--- config.mk ---
export PLATFORM = sky130hd
export DESIGN_NAME = ccse_engine
export DESIGN_NICKNAME = d
export VERILOG_FILES = /design/src/design/ccse_pkg.sv /design/src/design/ccse_engine.sv
export SDC_FILE = /design/constraint.sdc
export NUM_CORES = 1
export LEC_CHECK = 0
export ABC_AREA = 1
export BUFFER_PORTS_ARGS = -buffer_cell sky130_fd_sc_hd__buf_2
export CAP_MARGIN = 20
export CORE_MARGIN = 2
export CORE_UTILIZATION = 50
export DETAILED_ROUTE_END_ITERATION = 8
export GPL_ROUTABILITY_DRIVEN = 0
export PLACE_DENSITY = 0.76
export REMOVE_ABC_BUFFERS = 1
export SYNTH_ARGS = -nofsm -noshare
export SYNTH_HDL_FRONTEND = slang
export SYNTH_SLANG_ARGS = --single-unit
--- constraint.sdc ---
create_clock -name clk_sys_i -period 2.3 [get_ports clk_sys_i]
set_clock_uncertainty 0.2 [all_clocks]
set_input_delay 0.46 -clock clk_sys_i [delete_from_list [all_inputs] [get_ports clk_sys_i]]
set_output_delay 0.46 -clock clk_sys_i [all_outputs]
set_load 0.02 [all_outputs]
--- src/design/ccse_pkg.sv ---
// Package of constants and types for the configuration command engine
// Contract
// - Same command set and timing on every configuration port.
// - Opcode E0 with zero operands returns four identity bytes.
// - Opcode 74 with 08 00 00 enables configuration, user logic keeps running.
// - Opcode C6 with 08 00 00 enables configuration, user logic offline.
// - Opcode F0 returns one byte; bit 7 is busy.
// - Opcode 3C returns four status bytes; bit 12 busy, bit 13 fail.
// - After successful program, status shows done bit 8, busy and fail clear.
package ccse_pkg;
   localparam logic [7:0] OP_READ_IDENTITY = 8'hE0;
   localparam logic [7:0] OP_ENABLE_TRANSPARENT = 8'h74;
   localparam logic [7:0] OP_ENABLE_OFFLINE = 8'hC6;
   localparam logic [7:0] OP_BUSY_CHECK = 8'hF0;
   localparam logic [7:0] OP_STATUS_READ = 8'h3C;
   localparam logic [23:0] OPERAND_ZERO = 24'h000000;
   localparam logic [23:0] OPERAND_ENABLE = 24'h080000;
   localparam int BUSY_BYTE_BIT = 7;
   localparam int ST_DONE_BIT = 8;
   localparam int ST_ENABLE_BIT = 9;
   localparam int ST_BUSY_BIT = 12;
   localparam int ST_FAIL_BIT = 13;
   localparam int ST_INVALID_BIT = 28;
   localparam logic [31:0] STATUS_RESET = 32'h00000000;
   // Arbitrary identity value; real parts override it at the instance
   localparam logic [31:0] IDENTITY_DEFAULT = 32'h0A5A5A5A;
   localparam logic [2:0] OPERAND_BYTES = 3'h3;

   typedef enum logic [1:0]
   {
      CCSE_IDLE = 2'b00,
      CCSE_OPERAND = 2'b01,
      CCSE_READ = 2'b10,
      CCSE_SKIP = 2'b11
   } ccse_state_e;

   typedef struct packed
   {
      logic start;
      logic valid;
      logic [7:0] data;
   } ccse_byte_s;
endpackage : ccse_pkg

--- src/design/ccse_engine.sv ---
// Command interpreter for the configuration port byte stream
`timescale 1ns/1ps
`default_nettype none
module ccse_engine #(
   parameter logic [31:0] IDENTITY_CODE = ccse_pkg::IDENTITY_DEFAULT // Arbitrary
)(
   input wire logic clk_sys_i,
   input wire logic sys_rst_i,
   input wire ccse_pkg::ccse_byte_s cmd_i,
   input wire logic rd_ack_i,
   input wire logic op_busy_i,
   input wire logic op_done_i,
   input wire logic op_fail_i,
   output logic [7:0] rd_data_o,
   output logic rd_valid_o,
   output logic cfg_enable_o,
   output logic user_offline_o,
   output logic [31:0] status_o
);
   ccse_pkg::ccse_state_e state_r, state_nxt;
   logic [7:0] opcode_r, opcode_nxt;
   logic [23:0] operand_r, operand_nxt;
   logic [2:0] cnt_r, cnt_nxt;
   logic [31:0] shift_r, shift_nxt;
   logic [2:0] left_r, left_nxt;
   logic en_r, en_nxt, off_r, off_nxt, done_r, done_nxt;
   logic fail_r, fail_nxt, inval_r, inval_nxt;
   logic [31:0] status_word;

   // Status composed live so a read reflects the current busy state
   always_comb
   begin
      status_word = ccse_pkg::STATUS_RESET;
      status_word[ccse_pkg::ST_DONE_BIT] = done_r;
      status_word[ccse_pkg::ST_ENABLE_BIT] = en_r;
      status_word[ccse_pkg::ST_BUSY_BIT] = op_busy_i;
      status_word[ccse_pkg::ST_FAIL_BIT] = fail_r;
      status_word[ccse_pkg::ST_INVALID_BIT] = inval_r;
   end

   always_comb
   begin
      state_nxt = state_r;
      opcode_nxt = opcode_r;
      operand_nxt = operand_r;
      cnt_nxt = cnt_r;
      shift_nxt = shift_r;
      left_nxt = left_r;
      en_nxt = en_r;
      off_nxt = off_r;
      done_nxt = done_r;
      fail_nxt = fail_r;
      inval_nxt = inval_r;
      // Operation results; a start clears, completion wins the same cycle
      if (op_busy_i)
      begin
         done_nxt = 1'b0;
         fail_nxt = 1'b0;
      end
      if (op_done_i)
      begin
         done_nxt = !op_fail_i;
         fail_nxt = op_fail_i;
      end
      // A start byte always reframes, whatever state, so all ports match
      if (cmd_i.valid && cmd_i.start)
      begin
         opcode_nxt = cmd_i.data;
         cnt_nxt = 3'h0;
         operand_nxt = 24'h000000;
         left_nxt = 3'h0;
         state_nxt = ccse_pkg::CCSE_OPERAND;
      end
      else
      begin
         unique case (state_r)
            ccse_pkg::CCSE_IDLE:
            begin
            end
            ccse_pkg::CCSE_OPERAND:
            begin
               if (cmd_i.valid)
               begin
                  operand_nxt = {operand_r[15:0], cmd_i.data};
                  cnt_nxt = cnt_r + 3'h1;
                  if (cnt_r == ccse_pkg::OPERAND_BYTES - 3'h1)
                  begin
                     state_nxt = ccse_pkg::CCSE_SKIP;
                     unique case (opcode_r)
                        ccse_pkg::OP_READ_IDENTITY:
                        begin
                           shift_nxt = IDENTITY_CODE;
                           left_nxt = 3'h4;
                           state_nxt = ccse_pkg::CCSE_READ;
                        end
                        ccse_pkg::OP_STATUS_READ:
                        begin
                           shift_nxt = status_word;
                           left_nxt = 3'h4;
                           state_nxt = ccse_pkg::CCSE_READ;
                        end
                        ccse_pkg::OP_BUSY_CHECK:
                        begin
                           shift_nxt = 32'h00000000;
                           shift_nxt[24 + ccse_pkg::BUSY_BYTE_BIT] =
                              op_busy_i;
                           left_nxt = 3'h1;
                           state_nxt = ccse_pkg::CCSE_READ;
                        end
                        ccse_pkg::OP_ENABLE_TRANSPARENT:
                        begin
                           en_nxt = 1'b1;
                           off_nxt = 1'b0;
                        end
                        ccse_pkg::OP_ENABLE_OFFLINE:
                        begin
                           en_nxt = 1'b1;
                           off_nxt = 1'b1;
                        end
                        default:
                           inval_nxt = 1'b1;
                     endcase
                  end
               end
            end
            ccse_pkg::CCSE_READ:
            begin
               if (rd_ack_i)
               begin
                  shift_nxt = {shift_r[23:0], 8'h00};
                  left_nxt = left_r - 3'h1;
                  if (left_r == 3'h1)
                  begin
                     state_nxt = ccse_pkg::CCSE_SKIP;
                  end
               end
            end
            ccse_pkg::CCSE_SKIP:
            begin
               // Write data of other commands is absorbed here
            end
         endcase
      end
   end

   always_ff @(posedge clk_sys_i or posedge sys_rst_i)
   begin
      if (sys_rst_i)
      begin
         state_r <= ccse_pkg::CCSE_IDLE;
         opcode_r <= 8'h00;
         operand_r <= 24'h000000;
         cnt_r <= 3'h0;
         shift_r <= 32'h00000000;
         left_r <= 3'h0;
         en_r <= 1'b0;
         off_r <= 1'b0;
         done_r <= 1'b0;
         fail_r <= 1'b0;
         inval_r <= 1'b0;
      end
      else
      begin
         state_r <= state_nxt;
         opcode_r <= opcode_nxt;
         operand_r <= operand_nxt;
         cnt_r <= cnt_nxt;
         shift_r <= shift_nxt;
         left_r <= left_nxt;
         en_r <= en_nxt;
         off_r <= off_nxt;
         done_r <= done_nxt;
         fail_r <= fail_nxt;
         inval_r <= inval_nxt;
      end
   end

   assign rd_data_o = shift_r[31:24];
   assign rd_valid_o = (state_r == ccse_pkg::CCSE_READ);
   assign cfg_enable_o = en_r;
   assign user_offline_o = off_r;
   assign status_o = status_word;

   property p_ident;
      @(posedge clk_sys_i) disable iff (sys_rst_i)
      (state_r == ccse_pkg::CCSE_OPERAND && cmd_i.valid && !cmd_i.start
       && cnt_r == 3'h2 && opcode_r == ccse_pkg::OP_READ_IDENTITY)
      |=> rd_valid_o && rd_data_o == IDENTITY_CODE[31:24];
   endproperty
   a_ident: assert property (p_ident) else $error("identity byte wrong");

   property p_transp;
      @(posedge clk_sys_i) disable iff (sys_rst_i)
      (state_r == ccse_pkg::CCSE_OPERAND && cmd_i.valid && !cmd_i.start
       && cnt_r == 3'h2 && opcode_r == ccse_pkg::OP_ENABLE_TRANSPARENT)
      |=> cfg_enable_o && !user_offline_o;
   endproperty
   a_transp: assert property (p_transp) else $error("transparent enable");

   property p_offl;
      @(posedge clk_sys_i) disable iff (sys_rst_i)
      (state_r == ccse_pkg::CCSE_OPERAND && cmd_i.valid && !cmd_i.start
       && cnt_r == 3'h2 && opcode_r == ccse_pkg::OP_ENABLE_OFFLINE)
      |=> cfg_enable_o && user_offline_o;
   endproperty
   a_offl: assert property (p_offl) else $error("offline enable");

   property p_busyb;
      @(posedge clk_sys_i) disable iff (sys_rst_i)
      (state_r == ccse_pkg::CCSE_OPERAND && cmd_i.valid && !cmd_i.start
       && cnt_r == 3'h2 && opcode_r == ccse_pkg::OP_BUSY_CHECK)
      |=> rd_valid_o && rd_data_o[7] == $past(op_busy_i)
          && rd_data_o[6:0] == 7'h00;
   endproperty
   a_busyb: assert property (p_busyb) else $error("busy byte wrong");

   property p_stbusy;
      @(posedge clk_sys_i) disable iff (sys_rst_i)
      status_o[ccse_pkg::ST_BUSY_BIT] == op_busy_i
      && status_o[ccse_pkg::ST_ENABLE_BIT] == cfg_enable_o
      && (status_o & 32'hEFFFCCFF) == 32'h00000000;
   endproperty
   a_stbusy: assert property (p_stbusy) else $error("status busy");

   property p_done;
      @(posedge clk_sys_i) disable iff (sys_rst_i)
      (op_done_i && !op_fail_i && !op_busy_i) ##1 !op_busy_i
      |-> status_o[8] && !status_o[12] && !status_o[13];
   endproperty
   a_done: assert property (p_done) else $error("done status");

   property p_fail;
      @(posedge clk_sys_i) disable iff (sys_rst_i)
      op_done_i && op_fail_i |=> status_o[13] && !status_o[8];
   endproperty
   a_fail: assert property (p_fail) else $error("fail status");

   property p_frame;
      @(posedge clk_sys_i) disable iff (sys_rst_i)
      cmd_i.valid && cmd_i.start |=> state_r == ccse_pkg::CCSE_OPERAND
         && cnt_r == 3'h0 && !rd_valid_o;
   endproperty
   a_frame: assert property (p_frame) else $error("frame start");

   c_ident: cover property (@(posedge clk_sys_i) disable iff (sys_rst_i)
      rd_valid_o && opcode_r == ccse_pkg::OP_READ_IDENTITY);
   c_stat: cover property (@(posedge clk_sys_i) disable iff (sys_rst_i)
      rd_valid_o && rd_ack_i && opcode_r == ccse_pkg::OP_STATUS_READ);
   c_offl: cover property (@(posedge clk_sys_i) disable iff (sys_rst_i)
      user_offline_o);
   // Operands are kept for visibility only; enables ignore their value
   c_enop: cover property (@(posedge clk_sys_i) disable iff (sys_rst_i)
      state_r == ccse_pkg::CCSE_SKIP && cfg_enable_o
      && operand_r == ccse_pkg::OPERAND_ENABLE);
endmodule : ccse_engine
`default_nettype wire

After elaboration in Yosys (flattened, before gate mapping)

Index checks and enable logic that the tools add are counted.
W data, S select, Z words.

Logic and storage cells: 76
Register bits: 53
Output and inout port bits: 43

Eq/ne operators: 18
Bitwise gates (word level): 2
Reduce and logical (&&, ||, !) cells: 19
$add $sub $neg: 2
Multiplexer cells: 25

Operator list:

| cell                  | number |
|---|---|
| $mux W32              | 3 |
| $pmux W32 S3          | 1 |
| $pmux W32 S2          | 1 |
| $reduce_and A5 Y1     | 5 |
| $eq A8 B8 Y1 const B  | 3 |
| $mux W3               | 7 |
| $pmux W3 S2           | 2 |
| $mux W2               | 5 |
| $reduce_bool A2 Y1    | 5 |
| $eq A8 B6 Y1 const B  | 1 |
| $eq A8 B7 Y1 const B  | 1 |
| $ne A4 B4 Y1 const B  | 2 |
| $ne A2 B2 Y1 const B  | 3 |
| $ne A3 B3 Y1 const B  | 2 |
| $reduce_and A6 Y1     | 1 |
| $reduce_or A5 Y1      | 1 |
| $mux W1               | 4 |
| $pmux W2 S2           | 1 |
| $reduce_or A2 Y1      | 2 |
| $add A3 B1 Y3 const B | 1 |
| $eq A3 B1 Y1 const B  | 1 |
| $eq A3 B2 Y1 const B  | 1 |
| $ne A3 B1 Y1 const B  | 1 |
| $ne A3 B2 Y1 const B  | 1 |
| 10 further kinds      | 11 |

Longest topological paths before layout

Gate-level depths: netlist (run 1).

Word-level depth: 7
Gate-level depth with buffers: 12
Depth with buffers taken out: 11

Worst setup path before layout (run 1)

Ideal clock, no wire load.

Path kind: register to register
Start point: register cnt_r[0]
End point: register shift_r[12]
Setup time: 0.117 ns
Data arrival time: 1.394 ns
Data required time: 1.983 ns
Path slack: 0.589 ns
Clock period less this slack: 1.711 ns
Cell stages (with the launch flop): 13
Cell sequence: dfrtp_1 > inv_1 > ha_1 > inv_1 > nor2_1 > nand2_4 > nand2_2 > nand3_4 > inv_2 > o21ai_4 > buf_6 > nand2_1 > nand2_1

Word-level cells in the longest chain between the ends: 3

Ends and longest elaborated chain:

| element                     | line               | RTL |
|---|---|---|
| from (decl)                 | ccse_engine.sv:23  | `logic [2:0] cnt_r, cnt_nxt;` |
| from (signal assigned)      | ccse_engine.sv:167 | `cnt_r <= cnt_nxt;` |
| $eq A3 B2 Y1                | ccse_engine.sv:86  | `if (cnt_r == ccse_pkg::OPERAND_BYTES - 3'h1)` |
| $ne A2 B2 Y1 (no line)      | n/a                |  |
| $reduce_and A6 Y1 (no line) | n/a                |  |
| to (signal assigned)        | ccse_engine.sv:168 | `shift_r <= shift_nxt;` |
| to (decl)                   | ccse_engine.sv:24  | `logic [31:0] shift_r, shift_nxt;` |

Every way passes these cells.
A chain may end at the register's enable or synchronous reset.

Final worst setup path (run 1)

Start point: register state_r[1]
End point: output port rd_valid_o

Word-level cells in the longest chain between the ends: 1

Ends and longest elaborated chain:

| element                | line               | RTL |
|---|---|---|
| from (decl)            | ccse_engine.sv:20  | `ccse_pkg::ccse_state_e state_r, state_nxt;` |
| from (signal assigned) | ccse_engine.sv:150 | `state_r <= ccse_pkg::CCSE_IDLE;` |
| from (signal assigned) | ccse_engine.sv:164 | `state_r <= state_nxt;` |
| $eq A2 B2 Y1           | ccse_engine.sv:179 | `assign rd_valid_o = (state_r == ccse_pkg::CCSE_READ);` |
| to (decl)              | ccse_engine.sv:15  | `output logic rd_valid_o,` |

Every way passes these cells.

==> results.yml, run 1 <==
synthesis:
  synth_area_leader_cell: "dfrtp_1"
  yosys_warnings: 0
  synth_ff_type: "dfrtp_1"
  yosysUniqueCellTypes: 25
  synthArstFlopShare: 1.00
  ys_ff_latch: 39
  postSynthAreaPerCell_um2: 7.61
  syn_inst: 315
  synth_edf_count: 0
  yosys-top-cells-area: "dfrtp_1, nand2_1, buf_4"
  synth_top_area_frac: 0.407
  syn_area_um2: 2400
  yosysMostFrequentCell: "nand2_1"
  ys_seq_area_frac: 0.407
  synth.top_cells.by_count: "nand2_1, buf_4, dfrtp_1"
status:
  status: "finished, final reports clean"
min_path:
  hold_path.class: "input port to async pin"
grt:
  grt_util_met2: 0.285
  groute.usage.overall: 0.169
  grt_pass1_vias: 1609
  busiest_layer: "met2"
  antenna_found_initial: 0
  met1_usage: 0.203
  grt_pass1_wl_mm: 6.88
  grt-ovfl-total: 0
  grt_max_degree: 40
  grt_use_met3: 0.0387
clock_network:
  numCtsBuffers: 5
  post_cts_resized: 0
  clockBufferDepth: 2
  cts_tree: "done"
  ctsRootBufferMaster: "clkbuf_8"
  cts.sinks: 39
  cts_hold_buf: 0
  insertion_delay_ns: 0.29
  clkSlewWorstSetupHoldPaths_ns: 0.08
  post_cts_buffers: 0
  htree_levels: 2
routing:
  drtIter0Drc: 120
  drc: 0
  routed_wl_mm: 4.16
  final_antenna_net_count: 0
  wl_per_cell_um: 10.6
  viasPerCell: 4.59
  drt-pass1-iter-count: 4
  num_vias: 1795
sta:
  drv_slew: 0
  hold_viol_final: 0
  relSlewSlack: 0.664
  setup_violations: 0
  period_needed_ns: 1.88
  timing.final.crit_share: 0.815
  fmax_ghz: 0.533
  worst-slew-pin-transition_ns: 0.504
  tns_ns: 0
  timing.hold.ws_ns: 0.0722
  rsz0062_at_grt: "false"
job:
  max_cap_viol_count: 0
floorplan:
  rows: 25
  start_util: 0.514
  die_h_um: 73.2
  dieWidth_um: 73.2
  io_pins: 59
  dieArea_um2: 5360
  core-area_um2: 4660
final_layout:
  fin_nets: 356
  drive_above_1_share: 0.196
  layout.cells.non_filler: 391
  num_antenna_cells: 0
  area_growth_pct: 4.07
critical_path:
  start_kind: "flip-flop"
  reg2regPathDepth: 9
  crit_family: "buffers and inverters"
  crit_buf_inv: 3
  cp-end-kind: "primary output"
  worstPathRequired_ns: 1.64
  critPathArrivalTime_ns: 1.22
  slowest_stage: "dfrtp_1"
  crit_cells: 4
  slowest_delay_ns: 0.40
  critPathMaxFanout: 11
  path_class: "flip-flop to primary output"
  path_cells: "inv_2 > nor2_2 > buf_4 > buf_2"
pwr:
  p_per_area_nw_per_um2: 961
  p_leak_nw: 1.38
  finalPower_mw: 2.40
  irDropWorstVdd_mv: 0.467
placed_design:
  dp_cells: 383
  detailed_place_hpwl_mm: 3.02
  numPortBuffers: 30
sequential cells by signal, summed over array words and instances (netlist names):
signal / count
cfg_enable_o: 1
cnt_r: 3
done_r: 1
fail_r: 1
inval_r: 1
left_r: 3
opcode_r: 8
shift_r: 18
state_r: 2
user_offline_o: 1
cells by family (layout without fill, tap and decap cells):
logic type | after synthesis | count (layout) | synth area share
other | 1 | 28 | 0.00157
AND/OR/NAND/NOR | 167 | 167 | 0.319
adder cells (fa/ha/maj) | 4 | 4 | 0.0209
flip-flops | 39 | 39 | 0.407
XOR/XNOR | 1 | 1 | 0.00366
AO/OA/AOI/OAI | 21 | 21 | 0.0491
buffers and inverters | 82 | 77 | 0.198
stage by stage:
step	worst slack, ns	util	cell area, um2
2_1_floorplan	0.421	-	2160
3_3_place_gp	0.466	0.514	2390
3_5_place_dp	0.451	0.514	2390
4_1_cts	0.402	0.535	2490
5_1_grt	0.283	0.535	2490
6_report	0.425	0.535	2490
metal layers:
| layer | part of all wire | vias to the layer above | wire length, um |
|---|---|---|---|
| met3 | 0.035 | 7 | 144 |
| met2 | 0.47 | 33 | 1970 |
| met1 | 0.47 | 824 | 1970 |
| met4 | 0.019 | 0 | 78 |
| met5 | 0 | - | 0 |
| li1 | - | 931 | - |
worst paths after layout:
path                                  start        endpoint  slack (ns)
worst min register to register  shift_r[27]     shift_r[27]        0.27
worst min-delay path              sys_rst_i          done_r        0.07
worst max register to register     cnt_r[0]  user_offline_o        0.48
max in group asynchronous         sys_rst_i      shift_r[6]        1.47
min in group clk_sys_i             cmd_i[5]     opcode_r[5]        0.16
worst max-delay path             state_r[1]      rd_valid_o        0.42
report_power, final:
part	internal [mW]	leakage, nW	switching (mW)
Sequential	0.862	0.489	0.115
Combinational	0.294	0.841	0.616
Clock	0.274	0.0515	0.235
layout by cell type, fill, tap and decap left out, drive strengths merged:
cell,n
nand2,118
dfrtp,39
inv,37
buf,32
conb,28
nor2,24
nand3,19
o21ai,17
clkbuf,8
nor3,4
ha,4
a21oi,3
nand4,2
o22ai,1
xor2,1
layout make-up:
| cell class | instances | area, um2 |
|---|---|---|
| Sequential cell | 39 | 976 |
| Timing Repair Buffer | 32 | 165 |
| Clock buffer | 8 | 100 |
| Tap cell | 54 | 67.6 |
| Fill cell | 462 | 2170 |
| Inverter | 37 | 139 |
| Multi-Input combinational cell | 221 | 1050 |
worst min-delay path: stages:
cell and delay, ns:
buf_2 0.09, inv_1 0.04, buf_4 0.42
(Power assumes the default switching activity.)
==> run 2: changes to the inputs <==
--- a/config.mk
+++ b/config.mk
@@ -9,7 +9,7 @@
 export BUFFER_PORTS_ARGS = -buffer_cell sky130_fd_sc_hd__buf_2
 export CAP_MARGIN = 20
 export CORE_MARGIN = 2
-export CORE_UTILIZATION = 50
+export CORE_UTILIZATION = 48
 export DETAILED_ROUTE_END_ITERATION = 8
 export GPL_ROUTABILITY_DRIVEN = 0
 export PLACE_DENSITY = 0.76
==> constraint.sdc (replaced) <==
create_clock -name clk_sys_i -period 1.5 [get_ports clk_sys_i]
set_clock_uncertainty 0.2 [all_clocks]
set_input_delay 0.3 -clock clk_sys_i [delete_from_list [all_inputs] [get_ports clk_sys_i]]
set_output_delay 0.3 -clock clk_sys_i [all_outputs]
set_load 0.02 [all_outputs]
==> results.yml, run 2 (synthesis gave the netlist of run 1 again) <==
status:
  status: "finished with violations"
  violations: "negative hold slack, negative setup slack"
routing:
  num_vias: 2034
  viasPerCell: 4.52
  wl_per_cell_um: 11.4
  drc: 0
  drt-pass1-iter-count: 4
  routed_wl_mm: 5.15
  final_antenna_net_count: 0
  drtIter0Drc: 132
pwr:
  switching_share: 0.423
  seq_power_share: 0.338
  p_per_area_nw_per_um2: 1470
  p_leak_nw: 1.63
  irDropWorstVdd_mv: 0.826
  power_frac_clock: 0.169
  internal-power_mw: 2.59
  p_sw_mw: 1.90
  pwr-share-comb: 0.493
grt:
  grt-ovfl-total: 0
  grt_pass1_wl_mm: 8.20
  antenna_found_initial: 0
  grt_max_degree: 40
  grt_pass1_vias: 1892
  groute.usage.overall: 0.197
sta:
  drv_slew: 0
  timing.final.crit_share: 1.13
  period_needed_ns: 1.70
  hold_viol_final: 2
  rsz0062_at_grt: "true"
  timing.hold.ws_ns: -0.00115
  setup_ws_ns: -0.196
  fmax_ghz: 0.590
  setup_violations: 26
clock_network:
  numCtsBuffers: 5
  ctsRootBufferMaster: "clkbuf_8"
  clockBufferDepth: 2
  clkSlewWorstSetupHoldPaths_ns: 0.09
  htree_levels: 2
  cts_tree: "done"
  cts.sinks: 39
  insertion_delay_ns: 0.31
floorplan:
  core-area_um2: 4750
  dieWidth_um: 74.7
  die_h_um: 74.7
  io_pins: 59
  start_util: 0.504
  rows: 25
  dieArea_um2: 5570
job:
  max_cap_viol_count: 0
final_layout:
  num_antenna_cells: 0
  largest_reg_flops: 18
  layout.cells.non_filler: 450
  nFillCells: 418
  area_growth_pct: 27.8
  drive_above_1_share: 0.345
  final_area_um2: 3060
  layout_common_cells: "nand2_1, dfrtp_1, buf_4"
  largest-register: "shift_r"
  final_common_cell: "nand2_1"
  top_regs: "shift_r (18), opcode_r (8)"
  fin_nets: 402
critical_path:
  critPathArrivalTime_ns: 1.70
  start_kind: "flip-flop"
  cp-end-kind: "flip-flop"
  critPathMaxFanout: 5
  slowest_stage: "dfrtp_1"
  path_cells: "inv_2 > ha_4 > inv_2 > nor2_4 > nand2_4 > nand2_4 > nand3_4 > inv_8 > o21ai_4 > nand2_1 > nand2_1"
  slowest_delay_ns: 0.40
  path_class: "flip-flop to flip-flop"
  worstPathRequired_ns: 1.51
placed_design:
  numPortBuffers: 30
  pre_cts_ws_ns: -0.260
  dp_cells: 420
  placed_area_um2: 2600
  detailed_place_hpwl_mm: 3.17
min_path:
  hold_path.class: "input port to flip-flop"
## run 2: cell type report
| type | instances | area [um2] | area share |
|---|---|---|---|
| multi-input cells | 225 | 1220 | 0.397 |
| flip-flops and latches | 39 | 977 | 0.319 |
| repair buffers | 74 | 542 | 0.177 |
| inverters | 37 | 149 | 0.0486 |
| well taps | 67 | 83.8 | 0.0274 |
| clock buffers | 5 | 68.8 | 0.0225 |
| clock inverters | 3 | 25.0 | 0.00817 |
## run 2: per-layer routing
metal  wire length, um  track usage
met1              2210        0.244
met2              2620        0.324
met3               214       0.0629
met4               101       0.0694
met5                 0            0
## run 2: power by group through the flow
| stage | registers [mW] | clock network, mW | logic [mW] |
|---|---|---|---|
| 2_1_floorplan | 1.56 | 0 | 1.01 |
| 3_3_place_gp | 1.51 | 0 | 1.53 |
| 3_5_place_dp | 1.51 | 0 | 1.58 |
| 4_1_cts | 1.50 | 0.769 | 1.87 |
| 5_1_grt | 1.55 | 0.823 | 2.42 |
| 6_report | 1.52 | 0.760 | 2.21 |
## run 2: worst max-delay path, delay by kind of cell, from the launching register on
family	cells	cell delay, ns
AO/OA/AOI/OAI	1	0.09
adder cells (fa/ha/maj)	1	0.13
buffers and inverters	3	0.26
flip-flops	1	0.40
AND/OR/NAND/NOR	6	0.52
## run 2: final timing paths
| kind | start | endpoint | slack (ns) | depth (start not counted) |
|---|---|---|---|---|
| max | cnt_r[0] | shift_r[9] | -0.20 | 11 |
| min | cmd_i[4] | opcode_r[4] | -0.001 | 3 |
| max reg2reg | cnt_r[0] | shift_r[9] | -0.20 | 11 |
| min reg2reg | shift_r[27] | shift_r[27] | 0.28 | 2 |
| max in group asynchronous | sys_rst_i | state_r[0] | 0.49 | 4 |
| min in group asynchronous | sys_rst_i | opcode_r[6] | 0.38 | 4 |
## run 2: metrics by stage
step	power (mW)	hold WS, ns	utilization	setup TNS (ns)
global placement	3.04	0.166	0.547	-4.26
detailed placement	3.09	0.169	0.547	-5.50
floorplan	2.57	0.209	-	-6.68
finish	4.49	-0.00115	0.644	-3.75
global route	4.80	0.0192	0.644	-6.27
CTS	4.14	0.00113	0.610	-3.57
## run 2: timing repair
action,in CTS,in global routing
gates cloned,4,0
endpoints found under the hold margin,44,0
buffers inserted,4,9
setup endpoints to repair,29,30
hold buffers,6,0
gates resized for setup,21,30
pin swaps,4,14
